--- src/design/cmf_pkg.sv ---
`default_nettype none
package cmf_pkg;
    localparam int CLK_PERIOD_NS = 20;
    // permanent dominant limit, 2 ms
    localparam int DOM_LIMIT_NS = 2000000;
    localparam int DOM_LIMIT_CYC = DOM_LIMIT_NS / CLK_PERIOD_NS;
    localparam logic [2:0] STUFF_RUN = 3'h5;
    localparam logic [3:0] CRC_LAST = 4'he;
    localparam logic [3:0] EOF_LAST = 4'h6;
    localparam logic [3:0] IFS_LAST = 4'h2;
    localparam logic [14:0] CRC_POLY = 15'h4599;
    localparam logic [14:0] CRC_INIT = 15'h0000;

    typedef enum logic [2:0] {
        CMF_NORMAL = 3'b000,
        CMF_LOOP = 3'b001,
        CMF_MON = 3'b010,
        CMF_SLEEP = 3'b011,
        CMF_INIT = 3'b100
    } cmf_mode_t;

    localparam cmf_mode_t MODE_RESET = CMF_INIT;

    typedef enum logic [2:0] {
        TX_IDLE = 3'b000,
        TX_BODY = 3'b001,
        TX_CRC = 3'b010,
        TX_CDEL = 3'b011,
        TX_ACK = 3'b100,
        TX_ADEL = 3'b101,
        TX_EOF = 3'b110,
        TX_IFS = 3'b111
    } cmf_tx_st_t;

    typedef enum logic [2:0] {
        RX_IDLE = 3'b000,
        RX_BODY = 3'b001,
        RX_CRC = 3'b010,
        RX_CDEL = 3'b011,
        RX_ACK = 3'b100,
        RX_ADEL = 3'b101,
        RX_EOF = 3'b110,
        RX_IFS = 3'b111
    } cmf_rx_st_t;

    typedef struct packed {
        logic valid;
        logic bit_val;
        logic last;
    } cmf_tx_src_t;

    typedef struct packed {
        logic valid;
        logic bit_val;
        logic sof;
        logic frame_ok;
        logic frame_err;
    } cmf_rx_out_t;

    function automatic cmf_mode_t cmf_decode_mode(input logic [2:0] v);
        if (v[2])
        begin
            return CMF_INIT;
        end
        return cmf_mode_t'(v);
    endfunction : cmf_decode_mode

    function automatic logic [14:0] cmf_crc_next(input logic [14:0] c, input logic b);
        logic [14:0] n;
        n = {c[13:0], 1'b0};
        if (b ^ c[14])
        begin
            n = n ^ CRC_POLY;
        end
        return n;
    endfunction : cmf_crc_next
endpackage : cmf_pkg
`default_nettype wire

--- src/design/cmf_core.sv ---
`timescale 1ns/1ps
`default_nettype none
// Notes on behaviour
// - reset, or mode value 1xx, selects initialization mode
// - configuration and filter writes accepted only in initialization mode
// - entering initialization resets transmit and receive state machines
// - error counters held at zero during initialization
// - mode 000 is normal: transmit, receive, acknowledge
// - mode 001 loops transmitter to receiver, bus untouched and ignored
// - loopback frames reach receive path as if from remote node
// - mode 010 monitor drives no dominant bit at all
// - monitor clears error counters and keeps them inactive
// - monitor still receives frames normally
// - independent counter shuts transmitter off past 2 ms dominant
// - mode 011 sleeps only when bus idle and queue empty
// - mode change deferred until own transmission completes
// - mode change deferred until receiver sees interframe gap
// - host interface stays usable while asleep
// - sleep ends on mode write, or dominant bus with wake enable
// - frame that woke the device may be lost
// - nrz bits, 0 dominant, 1 recessive
// - stuff opposite bit after five equal, receivers drop it
// - stuffing from sof through crc sequence only
// - 15-bit crc over sof to data, stuff bits excluded
// - transmitter sends recessive ack slot, good receivers drive dominant
// - ack delimiter always recessive
// - dominant in third intermission bit is a new sof
// - crc delimiter always recessive
// - end of frame is seven recessive bits
// - intermission is three recessive bits
module cmf_core #(
    parameter int DOM_LIMIT = cmf_pkg::DOM_LIMIT_CYC
) (
    // clock and reset
    input wire logic clk,
    input wire logic sys_rst,
    // host control
    input wire logic mode_wr,
    input wire logic [2:0] mode_wdata,
    input wire logic bus_activity_wake_enable,
    input wire logic tx_queue_empty,
    output cmf_pkg::cmf_mode_t mode_active,
    output cmf_pkg::cmf_mode_t mode_requested,
    output logic mode_pending,
    output logic cfg_wr_enable,
    output logic err_ctr_hold,
    // bit timing
    input wire logic bit_tick,
    // bus
    input wire logic can_rx,
    output logic can_tx,
    output logic tx_shutoff,
    // frame streams
    input wire cmf_pkg::cmf_tx_src_t tx_src,
    output logic tx_take,
    output logic tx_done,
    input wire logic rx_fields_done,
    output cmf_pkg::cmf_rx_out_t rx_out
);
    import cmf_pkg::*;

    localparam int DW = $clog2(DOM_LIMIT + 1);
    localparam logic [DW-1:0] DOM_LIM = DW'(DOM_LIMIT);

    typedef struct packed {
        cmf_mode_t mode;
        cmf_mode_t req;
        logic pending;
        cmf_tx_st_t tx_st;
        cmf_rx_st_t rx_st;
        logic [3:0] tx_cnt;
        logic [3:0] rx_cnt;
        logic [2:0] tx_run;
        logic [2:0] rx_run;
        logic tx_last;
        logic rx_last;
        logic [14:0] tx_crc;
        logic [14:0] rx_crc;
        logic tx_lvl;
        logic pin;
        logic [DW-1:0] dom;
        logic shutoff;
        logic take;
        logic done;
        cmf_rx_out_t rx;
        logic cfg_en;
        logic err_hold;
    } cmf_state_t;

    cmf_state_t q;
    cmf_state_t d;

    always_comb
    begin
        logic rx_lvl;
        logic quiet;
        logic tx_go;
        logic rx_go;
        logic tb;
        rx_lvl = 1'b1;
        quiet = 1'b0;
        tx_go = 1'b0;
        rx_go = 1'b0;
        tb = 1'b1;
        d = q;
        d.take = 1'b0;
        d.done = 1'b0;
        d.rx = '0;
        // internal loop; own frames reach receive path
        rx_lvl = (q.mode == CMF_LOOP) ? q.tx_lvl : can_rx;
        tx_go = ((q.mode == CMF_NORMAL) || (q.mode == CMF_LOOP)) && !q.shutoff;
        rx_go = (q.mode == CMF_NORMAL) || (q.mode == CMF_LOOP) || (q.mode == CMF_MON);
        // quiet only with tx idle and rx in gap
        quiet = (q.tx_st == TX_IDLE) && ((q.rx_st == RX_IDLE) || (q.rx_st == RX_IFS));

        if (q.pending && quiet)
        begin
            // sleep also needs a truly idle bus and empty queue
            if ((q.req != CMF_SLEEP) || ((q.rx_st == RX_IDLE) && tx_queue_empty))
            begin
                d.mode = q.req;
                d.pending = 1'b0;
            end
        end
        // wake on dominant level; that frame is not chased
        if ((q.mode == CMF_SLEEP) && bus_activity_wake_enable && !can_rx)
        begin
            d.mode = CMF_MON;
            d.req = CMF_MON;
            d.pending = 1'b0;
        end
        // top bit forces init; any write of a mode other than sleep ends sleep via pending
        if (mode_wr)
        begin
            d.req = cmf_decode_mode(mode_wdata);
            d.pending = 1'b1;
        end

        if (bit_tick && tx_go)
        begin
            unique case (q.tx_st)
                TX_IDLE:
                begin
                    // start only on an idle bus, data begins with sof
                    if (tx_src.valid && (q.rx_st == RX_IDLE))
                    begin
                        d.take = 1'b1;
                        d.tx_lvl = tx_src.bit_val;
                        d.tx_run = 3'h1;
                        d.tx_last = tx_src.bit_val;
                        d.tx_crc = cmf_crc_next(CRC_INIT, tx_src.bit_val);
                        d.tx_st = TX_BODY;
                    end
                end
                TX_BODY, TX_CRC, TX_CDEL:
                begin
                    // stuff bit, kept out of the crc
                    if (q.tx_run == STUFF_RUN)
                    begin
                        d.tx_lvl = ~q.tx_last;
                        d.tx_last = ~q.tx_last;
                        d.tx_run = 3'h1;
                    end
                    else if (q.tx_st == TX_BODY)
                    begin
                        if (tx_src.valid)
                        begin
                            tb = tx_src.bit_val;
                            d.take = 1'b1;
                            d.tx_lvl = tb;
                            d.tx_crc = cmf_crc_next(q.tx_crc, tb);
                            d.tx_run = (tb == q.tx_last) ? q.tx_run + 3'h1 : 3'h1;
                            d.tx_last = tb;
                            d.tx_cnt = 4'h0;
                            if (tx_src.last)
                            begin
                                d.tx_st = TX_CRC;
                            end
                        end
                        else
                        begin
                            // underrun mid frame cannot be repaired; give up
                            d.tx_lvl = 1'b1;
                            d.tx_st = TX_IDLE;
                        end
                    end
                    else if (q.tx_st == TX_CRC)
                    begin
                        tb = q.tx_crc[14];
                        d.tx_lvl = tb;
                        d.tx_crc = {q.tx_crc[13:0], 1'b0};
                        d.tx_run = (tb == q.tx_last) ? q.tx_run + 3'h1 : 3'h1;
                        d.tx_last = tb;
                        d.tx_cnt = q.tx_cnt + 4'h1;
                        if (q.tx_cnt == CRC_LAST)
                        begin
                            d.tx_st = TX_CDEL;
                        end
                    end
                    else
                    begin
                        d.tx_lvl = 1'b1;
                        d.tx_st = TX_ACK;
                    end
                end
                TX_ACK:
                begin
                    d.tx_lvl = 1'b1;
                    d.tx_st = TX_ADEL;
                end
                TX_ADEL:
                begin
                    d.tx_lvl = 1'b1;
                    d.tx_cnt = 4'h0;
                    d.tx_st = TX_EOF;
                end
                TX_EOF:
                begin
                    d.tx_lvl = 1'b1;
                    d.tx_cnt = q.tx_cnt + 4'h1;
                    if (q.tx_cnt == EOF_LAST)
                    begin
                        d.tx_cnt = 4'h0;
                        d.tx_st = TX_IFS;
                    end
                end
                TX_IFS:
                begin
                    d.tx_lvl = 1'b1;
                    d.tx_cnt = q.tx_cnt + 4'h1;
                    if (q.tx_cnt == IFS_LAST)
                    begin
                        d.tx_st = TX_IDLE;
                        d.done = 1'b1;
                    end
                end
            endcase
        end

        if (bit_tick && rx_go)
        begin
            unique case (q.rx_st)
                RX_IDLE:
                begin
                    if (!rx_lvl)
                    begin
                        d.rx.sof = 1'b1;
                        d.rx.valid = 1'b1;
                        d.rx.bit_val = 1'b0;
                        d.rx_crc = cmf_crc_next(CRC_INIT, 1'b0);
                        d.rx_run = 3'h1;
                        d.rx_last = 1'b0;
                        d.rx_st = RX_BODY;
                    end
                end
                RX_BODY, RX_CRC, RX_CDEL:
                begin
                    // drop stuff bit; equal level is a stuff error
                    if (q.rx_run == STUFF_RUN)
                    begin
                        d.rx_run = 3'h1;
                        d.rx_last = rx_lvl;
                        if (rx_lvl == q.rx_last)
                        begin
                            d.rx.frame_err = 1'b1;
                            d.rx_st = RX_IDLE;
                        end
                    end
                    else if (q.rx_st != RX_CDEL)
                    begin
                        // remainder over data plus crc field ends at zero
                        d.rx_crc = cmf_crc_next(q.rx_crc, rx_lvl);
                        d.rx_run = (rx_lvl == q.rx_last) ? q.rx_run + 3'h1 : 3'h1;
                        d.rx_last = rx_lvl;
                        d.rx_cnt = q.rx_cnt + 4'h1;
                        if (q.rx_st == RX_BODY)
                        begin
                            d.rx_cnt = 4'h1;
                            if (rx_fields_done)
                            begin
                                d.rx_st = RX_CRC;
                            end
                            else
                            begin
                                d.rx.valid = 1'b1;
                                d.rx.bit_val = rx_lvl;
                            end
                        end
                        else if (q.rx_cnt == CRC_LAST)
                        begin
                            d.rx_st = RX_CDEL;
                        end
                    end
                    else if (!rx_lvl)
                    begin
                        // dominant crc delimiter is a form error
                        d.rx.frame_err = 1'b1;
                        d.rx_st = RX_IDLE;
                    end
                    else
                    begin
                        d.rx_st = RX_ACK;
                        // ack only as a plain receiver in normal mode
                        if ((q.rx_crc == 15'h0000) && (q.mode == CMF_NORMAL) && (q.tx_st == TX_IDLE))
                        begin
                            d.tx_lvl = 1'b0;
                        end
                    end
                end
                RX_ACK:
                begin
                    if (q.tx_st == TX_IDLE)
                    begin
                        d.tx_lvl = 1'b1;
                    end
                    d.rx_st = RX_ADEL;
                end
                RX_ADEL:
                begin
                    d.rx_cnt = 4'h0;
                    d.rx_st = RX_EOF;
                    if (!rx_lvl || (q.rx_crc != 15'h0000))
                    begin
                        d.rx.frame_err = 1'b1;
                    end
                    else
                    begin
                        d.rx.frame_ok = 1'b1;
                    end
                end
                RX_EOF:
                begin
                    d.rx_cnt = q.rx_cnt + 4'h1;
                    if (q.rx_cnt == EOF_LAST)
                    begin
                        d.rx_cnt = 4'h0;
                        d.rx_st = RX_IFS;
                    end
                end
                RX_IFS:
                begin
                    d.rx_cnt = q.rx_cnt + 4'h1;
                    if (q.rx_cnt == IFS_LAST)
                    begin
                        d.rx_st = RX_IDLE;
                        // third intermission bit dominant is sof
                        if (!rx_lvl)
                        begin
                            d.rx.sof = 1'b1;
                            d.rx.valid = 1'b1;
                            d.rx.bit_val = 1'b0;
                            d.rx_crc = cmf_crc_next(CRC_INIT, 1'b0);
                            d.rx_run = 3'h1;
                            d.rx_last = 1'b0;
                            d.rx_st = RX_BODY;
                        end
                    end
                end
            endcase
        end

        // independent dominant watchdog, sticky until init
        d.dom = '0;
        if (!q.tx_lvl && (q.dom < DOM_LIM))
        begin
            d.dom = q.dom + 1'b1;
        end
        if (q.dom >= DOM_LIM)
        begin
            d.shutoff = 1'b1;
            d.tx_lvl = 1'b1;
            d.tx_st = TX_IDLE;
        end
        if (q.mode == CMF_INIT)
        begin
            d.tx_st = TX_IDLE;
            d.rx_st = RX_IDLE;
            d.tx_lvl = 1'b1;
            d.shutoff = 1'b0;
            d.dom = '0;
        end
        // only normal mode reaches the pin
        d.pin = (d.mode == CMF_NORMAL) ? d.tx_lvl : 1'b1;
        d.cfg_en = (d.mode == CMF_INIT);
        d.err_hold = (d.mode == CMF_INIT) || (d.mode == CMF_MON);
    end

    always_ff @(posedge clk)
    begin
        if (sys_rst)
        begin
            q <= '0;
            q.mode <= MODE_RESET;
            q.req <= MODE_RESET;
            q.tx_lvl <= 1'b1;
            q.pin <= 1'b1;
            q.cfg_en <= 1'b1;
            q.err_hold <= 1'b1;
        end
        else
        begin
            q <= d;
        end
    end

    // active and requested shown apart; host side never gated
    assign mode_active = q.mode;
    assign mode_requested = q.req;
    assign mode_pending = q.pending;
    assign cfg_wr_enable = q.cfg_en;
    assign err_ctr_hold = q.err_hold;
    assign can_tx = q.pin;
    assign tx_shutoff = q.shutoff;
    assign tx_take = q.take;
    assign tx_done = q.done;
    assign rx_out = q.rx;

    AST_INIT_AFTER_RESET: assert property (@(posedge clk) disable iff (sys_rst)
        $fell(sys_rst) |-> (q.mode == CMF_INIT) && q.cfg_en)
        else $error("not in init after reset");
    AST_CFG_GATE: assert property (@(posedge clk) disable iff (sys_rst)
        q.cfg_en == (q.mode == CMF_INIT))
        else $error("config gate differs from init mode");
    AST_INIT_RESETS_FSM: assert property (@(posedge clk) disable iff (sys_rst)
        (q.mode == CMF_INIT) |=> (q.tx_st == TX_IDLE) && (q.rx_st == RX_IDLE))
        else $error("state machines run in init");
    AST_ERR_HOLD: assert property (@(posedge clk) disable iff (sys_rst)
        ((q.mode == CMF_INIT) || (q.mode == CMF_MON)) |-> q.err_hold)
        else $error("error counters not held");
    AST_SILENT_MODES: assert property (@(posedge clk) disable iff (sys_rst)
        (q.mode != CMF_NORMAL) [*2] |-> q.pin)
        else $error("dominant driven outside normal mode");
    AST_DOM_LIMIT: assert property (@(posedge clk) disable iff (sys_rst)
        (q.dom == DOM_LIM) |=> q.shutoff && q.pin && (q.dom == '0))
        else $error("dominant timeout missed");
    AST_SLEEP_ENTRY: assert property (@(posedge clk) disable iff (sys_rst)
        $rose(q.mode == CMF_SLEEP) |-> $past(q.rx_st == RX_IDLE) && $past(tx_queue_empty))
        else $error("sleep entered on busy bus");
    AST_DEFER_CHANGE: assert property (@(posedge clk) disable iff (sys_rst)
        $changed(q.mode) && ($past(q.mode) != CMF_SLEEP) |->
            $past(q.tx_st) == TX_IDLE && $past(q.rx_st) inside {RX_IDLE, RX_IFS})
        else $error("mode changed mid frame");
    AST_STUFF_TX: assert property (@(posedge clk) disable iff (sys_rst)
        bit_tick && !q.shutoff && (q.mode inside {CMF_NORMAL, CMF_LOOP}) && (q.tx_run == STUFF_RUN)
            && (q.tx_st inside {TX_BODY, TX_CRC, TX_CDEL}) && (q.dom < DOM_LIM)
            |=> (q.tx_lvl != $past(q.tx_last)) && (q.tx_run == 3'h1))
        else $error("stuff bit missing");
    AST_ACK_DELIM: assert property (@(posedge clk) disable iff (sys_rst)
        bit_tick && (q.tx_st == TX_ADEL) && (q.mode inside {CMF_NORMAL, CMF_LOOP}) |=> q.tx_lvl)
        else $error("ack delimiter not recessive");

    COV_SLEEP: cover property (@(posedge clk) disable iff (sys_rst) $rose(q.mode == CMF_SLEEP));
    COV_WAKE: cover property (@(posedge clk) disable iff (sys_rst)
        (q.mode == CMF_SLEEP) ##1 (q.mode == CMF_MON));
    COV_RX_OK: cover property (@(posedge clk) disable iff (sys_rst) q.rx.frame_ok);
    COV_TX_DONE: cover property (@(posedge clk) disable iff (sys_rst) q.done && (q.mode == CMF_LOOP));
endmodule : cmf_core
`default_nettype wire

--- config.mk ---
export PLATFORM = sky130hd
export DESIGN_NAME = cmf_core
export DESIGN_NICKNAME = d
export VERILOG_FILES = /design/src/design/cmf_pkg.sv /design/src/design/cmf_core.sv
export SDC_FILE = /design/constraint.sdc
export NUM_CORES = 1
export LEC_CHECK = 0
export ABC_CLOCK_PERIOD_IN_PS = 3070
export BUFFER_PORTS_ARGS = -buffer_cell sky130_fd_sc_hd__buf_2
export CAP_MARGIN = 10
export CORE_MARGIN = 5
export CORE_UTILIZATION = 30
export DETAILED_ROUTE_END_ITERATION = 12
export PLACE_DENSITY = 0.52
export SLEW_MARGIN = 20
export SYNTH_ARGS = -nofsm -noshare
export SYNTH_HDL_FRONTEND = slang
export SYNTH_SLANG_ARGS = --single-unit
--- constraint.sdc ---
create_clock -name clk -period 3.07 [get_ports clk]
set_input_delay 0.1535 -clock clk [delete_from_list [all_inputs] [get_ports clk]]
set_output_delay 0.1535 -clock clk [all_outputs]
set_load 0.05 [all_outputs]
Word-level counts from Yosys, hierarchy flattened:

Index checks and enable logic that the tools add are counted.

* output and inout port bits: 18
* bits in registers: 88
* input port bits: 14
* logic and storage cells: 269

* bitwise gates (word level): 11
* eq/ne operators: 52
* mux-type cells: 118
* add/sub/neg operators: 5
* order comparisons: 2
* reduce and logical (&&, ||, !) cells: 55

Operator list (number)
* $mux W15: 11
* $mux W3: 36
* $pmux W15 S3: 1
* $mux W4: 10
* $mux W1: 39
* $eq A3 B3 Y1 const B: 12
* $pmux W3 S6: 2
* $pmux W4 S4: 2
* $pmux W15 S2: 1
* $eq A3 B2 Y1 const B: 7
* $reduce_or A3 Y1: 6
* $add A17 B1 Y17 const B: 1
* $ge A17 B17 Y1 const B: 1
* $lt A17 B17 Y1 const B: 1
* $mux W16: 1
* $ne A4 B4 Y1 const B: 4
* $logic_not A15 Y1: 1
* $reduce_and A5 Y1: 3
* $reduce_bool A15 Y1: 1
* $ne A2 B2 Y1 const B: 7
* $not A7 Y7: 2
* $reduce_and A7 Y1: 2
* $logic_and A1 B1 Y1: 12
* $logic_not A3 Y1: 4
* 30 further kinds: 76

Depth between registers and ports, before layout:

* word-level depth: 14
* mapped depth: 11
* mapped depth without buffers: 9

Worst setup path before layout:

OpenSTA, ideal clock, no wires.

* kind: register -> register
* start: register q (netlist bit mode_active[1])
* end: register q[77] (netlist name)
* stages on the path, launching flop included: 11
* data arrival time: 2.632 ns
* setup slack: 0.368 ns
* clock period less this slack: 2.702 ns
* library setup time: 0.070 ns
* data required time: 3.000 ns
* path buffers: 1
* cells stage by stage: dfxtp_1 > buf_6 > nor3b_2 > mux2i_2 > inv_1 > ha_1 > and3_1 > o21ai_0 > nand4_1 > or4_1 > a21boi_1

* cells in the longest elaborated chain, start to end: 6
* elaborated cells on any way between the ends: 17
* those cells by class: 6 x eq/ne; 5 x mux; 6 x reduce/logical

Ends and longest elaborated chain
* from (decl): RTL line cmf_core.sv:90 `cmf_state_t q;`
* $eq A3 B1 Y1: RTL line cmf_core.sv:110, cmf_core.sv:112
* $mux W1: RTL line cmf_core.sv:110 `rx_lvl = (q.mode == CMF_LOOP) ? q.tx_lvl : can_rx;`
* $mux W3: RTL line cmf_core.sv:294 `else if (!rx_lvl)`
* $mux W3: RTL line cmf_core.sv:269 `else if (q.rx_st != RX_CDEL)`
* $mux W3: RTL line cmf_core.sv:259 `if (q.rx_run == STUFF_RUN)`
* $pmux W3 S6: RTL line cmf_core.sv:242 `unique case (q.rx_st)`

Several ways; a longest one is shown, not always the timed one.
A chain may end at the register's enable or synchronous reset.

Worst setup path after layout:

* start: register q (netlist bit mode_active[0])
* end: register q[77] (netlist name)

The elaborated chain is that of the path after synthesis.

==> impl_metrics.ini <==
[place]
post_dp_cell_area_mm2 = 0.00480
hpwl_um = 7500
placement.io_buffers = 31
gp_congestion = 0.821
placed_cells = 737

[finish]
drive_above_1_share_pct = 13.6
multi_input_area_mm2 = 0.00252
layout.nets = 585
sequential_cell_area_mm2 = 0.00176
nFillCells = 1592
fin_area_mm2 = 0.00509
area_growth_pct = 11.3
num_antenna_cells = 0
final_cells = 753

[synth]
synth_ff_type = dfxtp_1
syn_inst = 543
syn_area_mm2 = 0.00457
synth_most_common_cell = dfxtp_1
yosys-top-cells-area = dfxtp_1 39%, nor2_1 6.6%, xor2_1 5.0%
ys_seq_area_share_pct = 38.5
ys.warnings.count = 0
ys_ff_latch = 88
synthTopCellsByCount = 88 x dfxtp_1, 80 x nor2_1, 40 x nand2_1
synth.distinct_cells = 71
synth-edff-count = 0
syn_avg_cell_area_um2 = 8.42
synth_top_cell_area_share_pct = 38.5
synth_nets = 568
synthArstFlopShare_pct = 0
netlist.top_cell.by_area = dfxtp_1

[clock_network]
htree_levels = 3
numCtsBuffers = 9
post-cts-setup-buffers = 0
cts_sinks = 88
postCtsHoldBufs = 0
cts_resized = 0
path_clk_slew_ps = 70
ctsLongestPathBuffers = 2
clk_latency_ps = 350
cts_root_buf = clkbuf_16
cts_tree = yes

[floorplanning]
start_util_pct = 30.3
die_x_um = 133
die_area_mm2 = 0.0178
fp.dieH_um = 133
fp.coreArea_mm2 = 0.0151
pin_count = 32
row_count = 45

[timing]
finalClockSkew_ps = 5.92
fin_hold_ws_ps = 41.6
setup-violations-final = 0
max_slew.worst_pin.slew_ps = 771
rsz0062_at_grt = false
tns_ps = 0
drv_slew = 0
slew-limit-headroom_pct = 48.6
fin_crit_sh_pct = 86.0
max_freq_mhz = 379
layout_min_cycle_time_ps = 2640
hold_viol_final = 0

[critical_path]
slowest_stage = or4_1
r2r_start = mode_active[0]$_SDFF_PP0_
reg2reg_slack_ps = 430
crit_path_end_kind = flop
crit_buf_inv = 1
crit_arrival_ps = 2920
cp_max_fo = 7
slowest_delay_ps = 520
required_ps = 3350
path_class = flop to flop
crit_chain = nor3b_2 > mux2i_2 > inv_1 > ha_1 > and3_1 > o21ai_0 > nand4_1 > or4_1 > a21boi_1
r2r_end = q[77]$_SDFFE_PP0P_
path_delay_family = simple AND/OR/NAND/NOR gates
cp-start-kind = flop
reg2reg_depth = 9

[detailed_routing]
antenna_left = 0
vias_per_cell = 5.09
post_drt_wl_per_cell_um = 14.0
first_iter_violations = 222
dr_total_vias = 3835
drc_errors = 0
wirelength_um = 10600
dr.pass1.iters = 5

[grt]
grt-ovfl-total = 0
grt_max_degree = 56
grt_usage_pct = 12.1
grt_pass1_vias = 3701
antenna_found_initial = 0
grt_pass1_wl_um = 17800

[power_and_ir_drop]
vdd_drop_max_uv = 423
p_leak_uw = 0.00177
p_total_uw = 2330
powerDensity_mw_per_mm2 = 459

[status]
status = completed

[min_path]
worstHoldStart = mode_wdata[2]
hold_path.class = input port to flop
hold_depth = 2
min_to = mode_requested[2]$_SDFFE_PP1P_

[flow_run]
maxCapViolCount = 0
==> worst max path at each step <==
stage	from	endpoint	cells after the start
floorplan	mode_active[1]$_SDFF_PP0_	q[77]$_SDFFE_PP0P_	10
global placement	mode_active[1]$_SDFF_PP0_	q[77]$_SDFFE_PP0P_	9
detailed placement	mode_active[0]$_SDFF_PP0_	q[77]$_SDFFE_PP0P_	9
CTS	mode_active[0]$_SDFF_PP0_	q[77]$_SDFFE_PP0P_	9
global route	mode_active[0]$_SDFF_PP0_	q[77]$_SDFFE_PP0P_	9
finish	mode_active[0]$_SDFF_PP0_	q[77]$_SDFFE_PP0P_	9
==> final cells by class <==
cell class                 count  area share [%]
multi-input combinational    404            49.5
clock buffer                  10            4.70
timing repair buffer          41            4.53
clock inverter                 6           0.861
tap                          188            4.62
inverter                      16            1.18
sequential                    88            34.6
==> routing by layer <==
metal,vias to the layer above,GRT usage [%],share of wire [%]
met1,1815,15.4,48
li1,1944,-,-
met3,10,4.49,5.5
met5,-,0,0
met4,0,3.09,1.4
met2,66,19.5,45
==> placed cells by master, fill, tap and decap left out, types with 11 or more instances in the layout <==
| master | n |
|---|---|
| a21oi_1 | 37 |
| a22oi_1 | 15 |
| buf_2 | 31 |
| dfxtp_1 | 88 |
| ha_1 | 11 |
| inv_1 | 16 |
| nand2_1 | 40 |
| nand3_1 | 21 |
| nor2_1 | 80 |
| nor3_1 | 14 |
| o21ai_0 | 18 |
| xor2_1 | 26 |
==> stage by stage <==
step / worst slack [ps] / util [%]
finish: 430 / 33.7
global route: 257 / 33.7
CTS: 456 / 33.7
detailed placement: 489 / 31.8
global placement: 571 / 31.8
floorplan: 368 / -
==> cell families (layout without fill, tap and decap cells) <==
family / Yosys count / count (layout) / share of synthesized area [%]
AO/OA/AOI/OAI: 120 / 120 / 17.6
XOR/XNOR: 36 / 36 / 7.06
adder cells (fa/ha/maj): 11 / 11 / 3.01
buffers and inverters: 51 / 73 / 6.40
flip-flops: 88 / 88 / 38.5
multiplexers: 4 / 4 / 0.958
AND/OR/NAND/NOR: 233 / 233 / 26.4
==> sequential cells by signal, indices dropped and copies added (netlist names), 3 cells and up <==
register,count
mode_active,3
mode_requested,3
q,70
rx_out,5
==> report_power, final <==
group | total [uW] | internal (uW) | leakage (uW) | switching, uW
logic | 132 | 42.6 | 0.000920 | 89.2
clock network | 1040 | 573 | 0.000139 | 471
registers | 1160 | 1150 | 0.000710 | 8.34
total | 2330 | 1770 | 0.00177 | 568
==> worst reg2reg max path, stage by stage, from the launching register on <==
cell	delay (ps)
dfxtp_1	410
nor3b_2	230
mux2i_2	240
inv_1	100
ha_1	320
and3_1	190
o21ai_0	150
nand4_1	230
or4_1	520
a21boi_1	170
No activity file was read; power rests on OpenSTA's default activity.
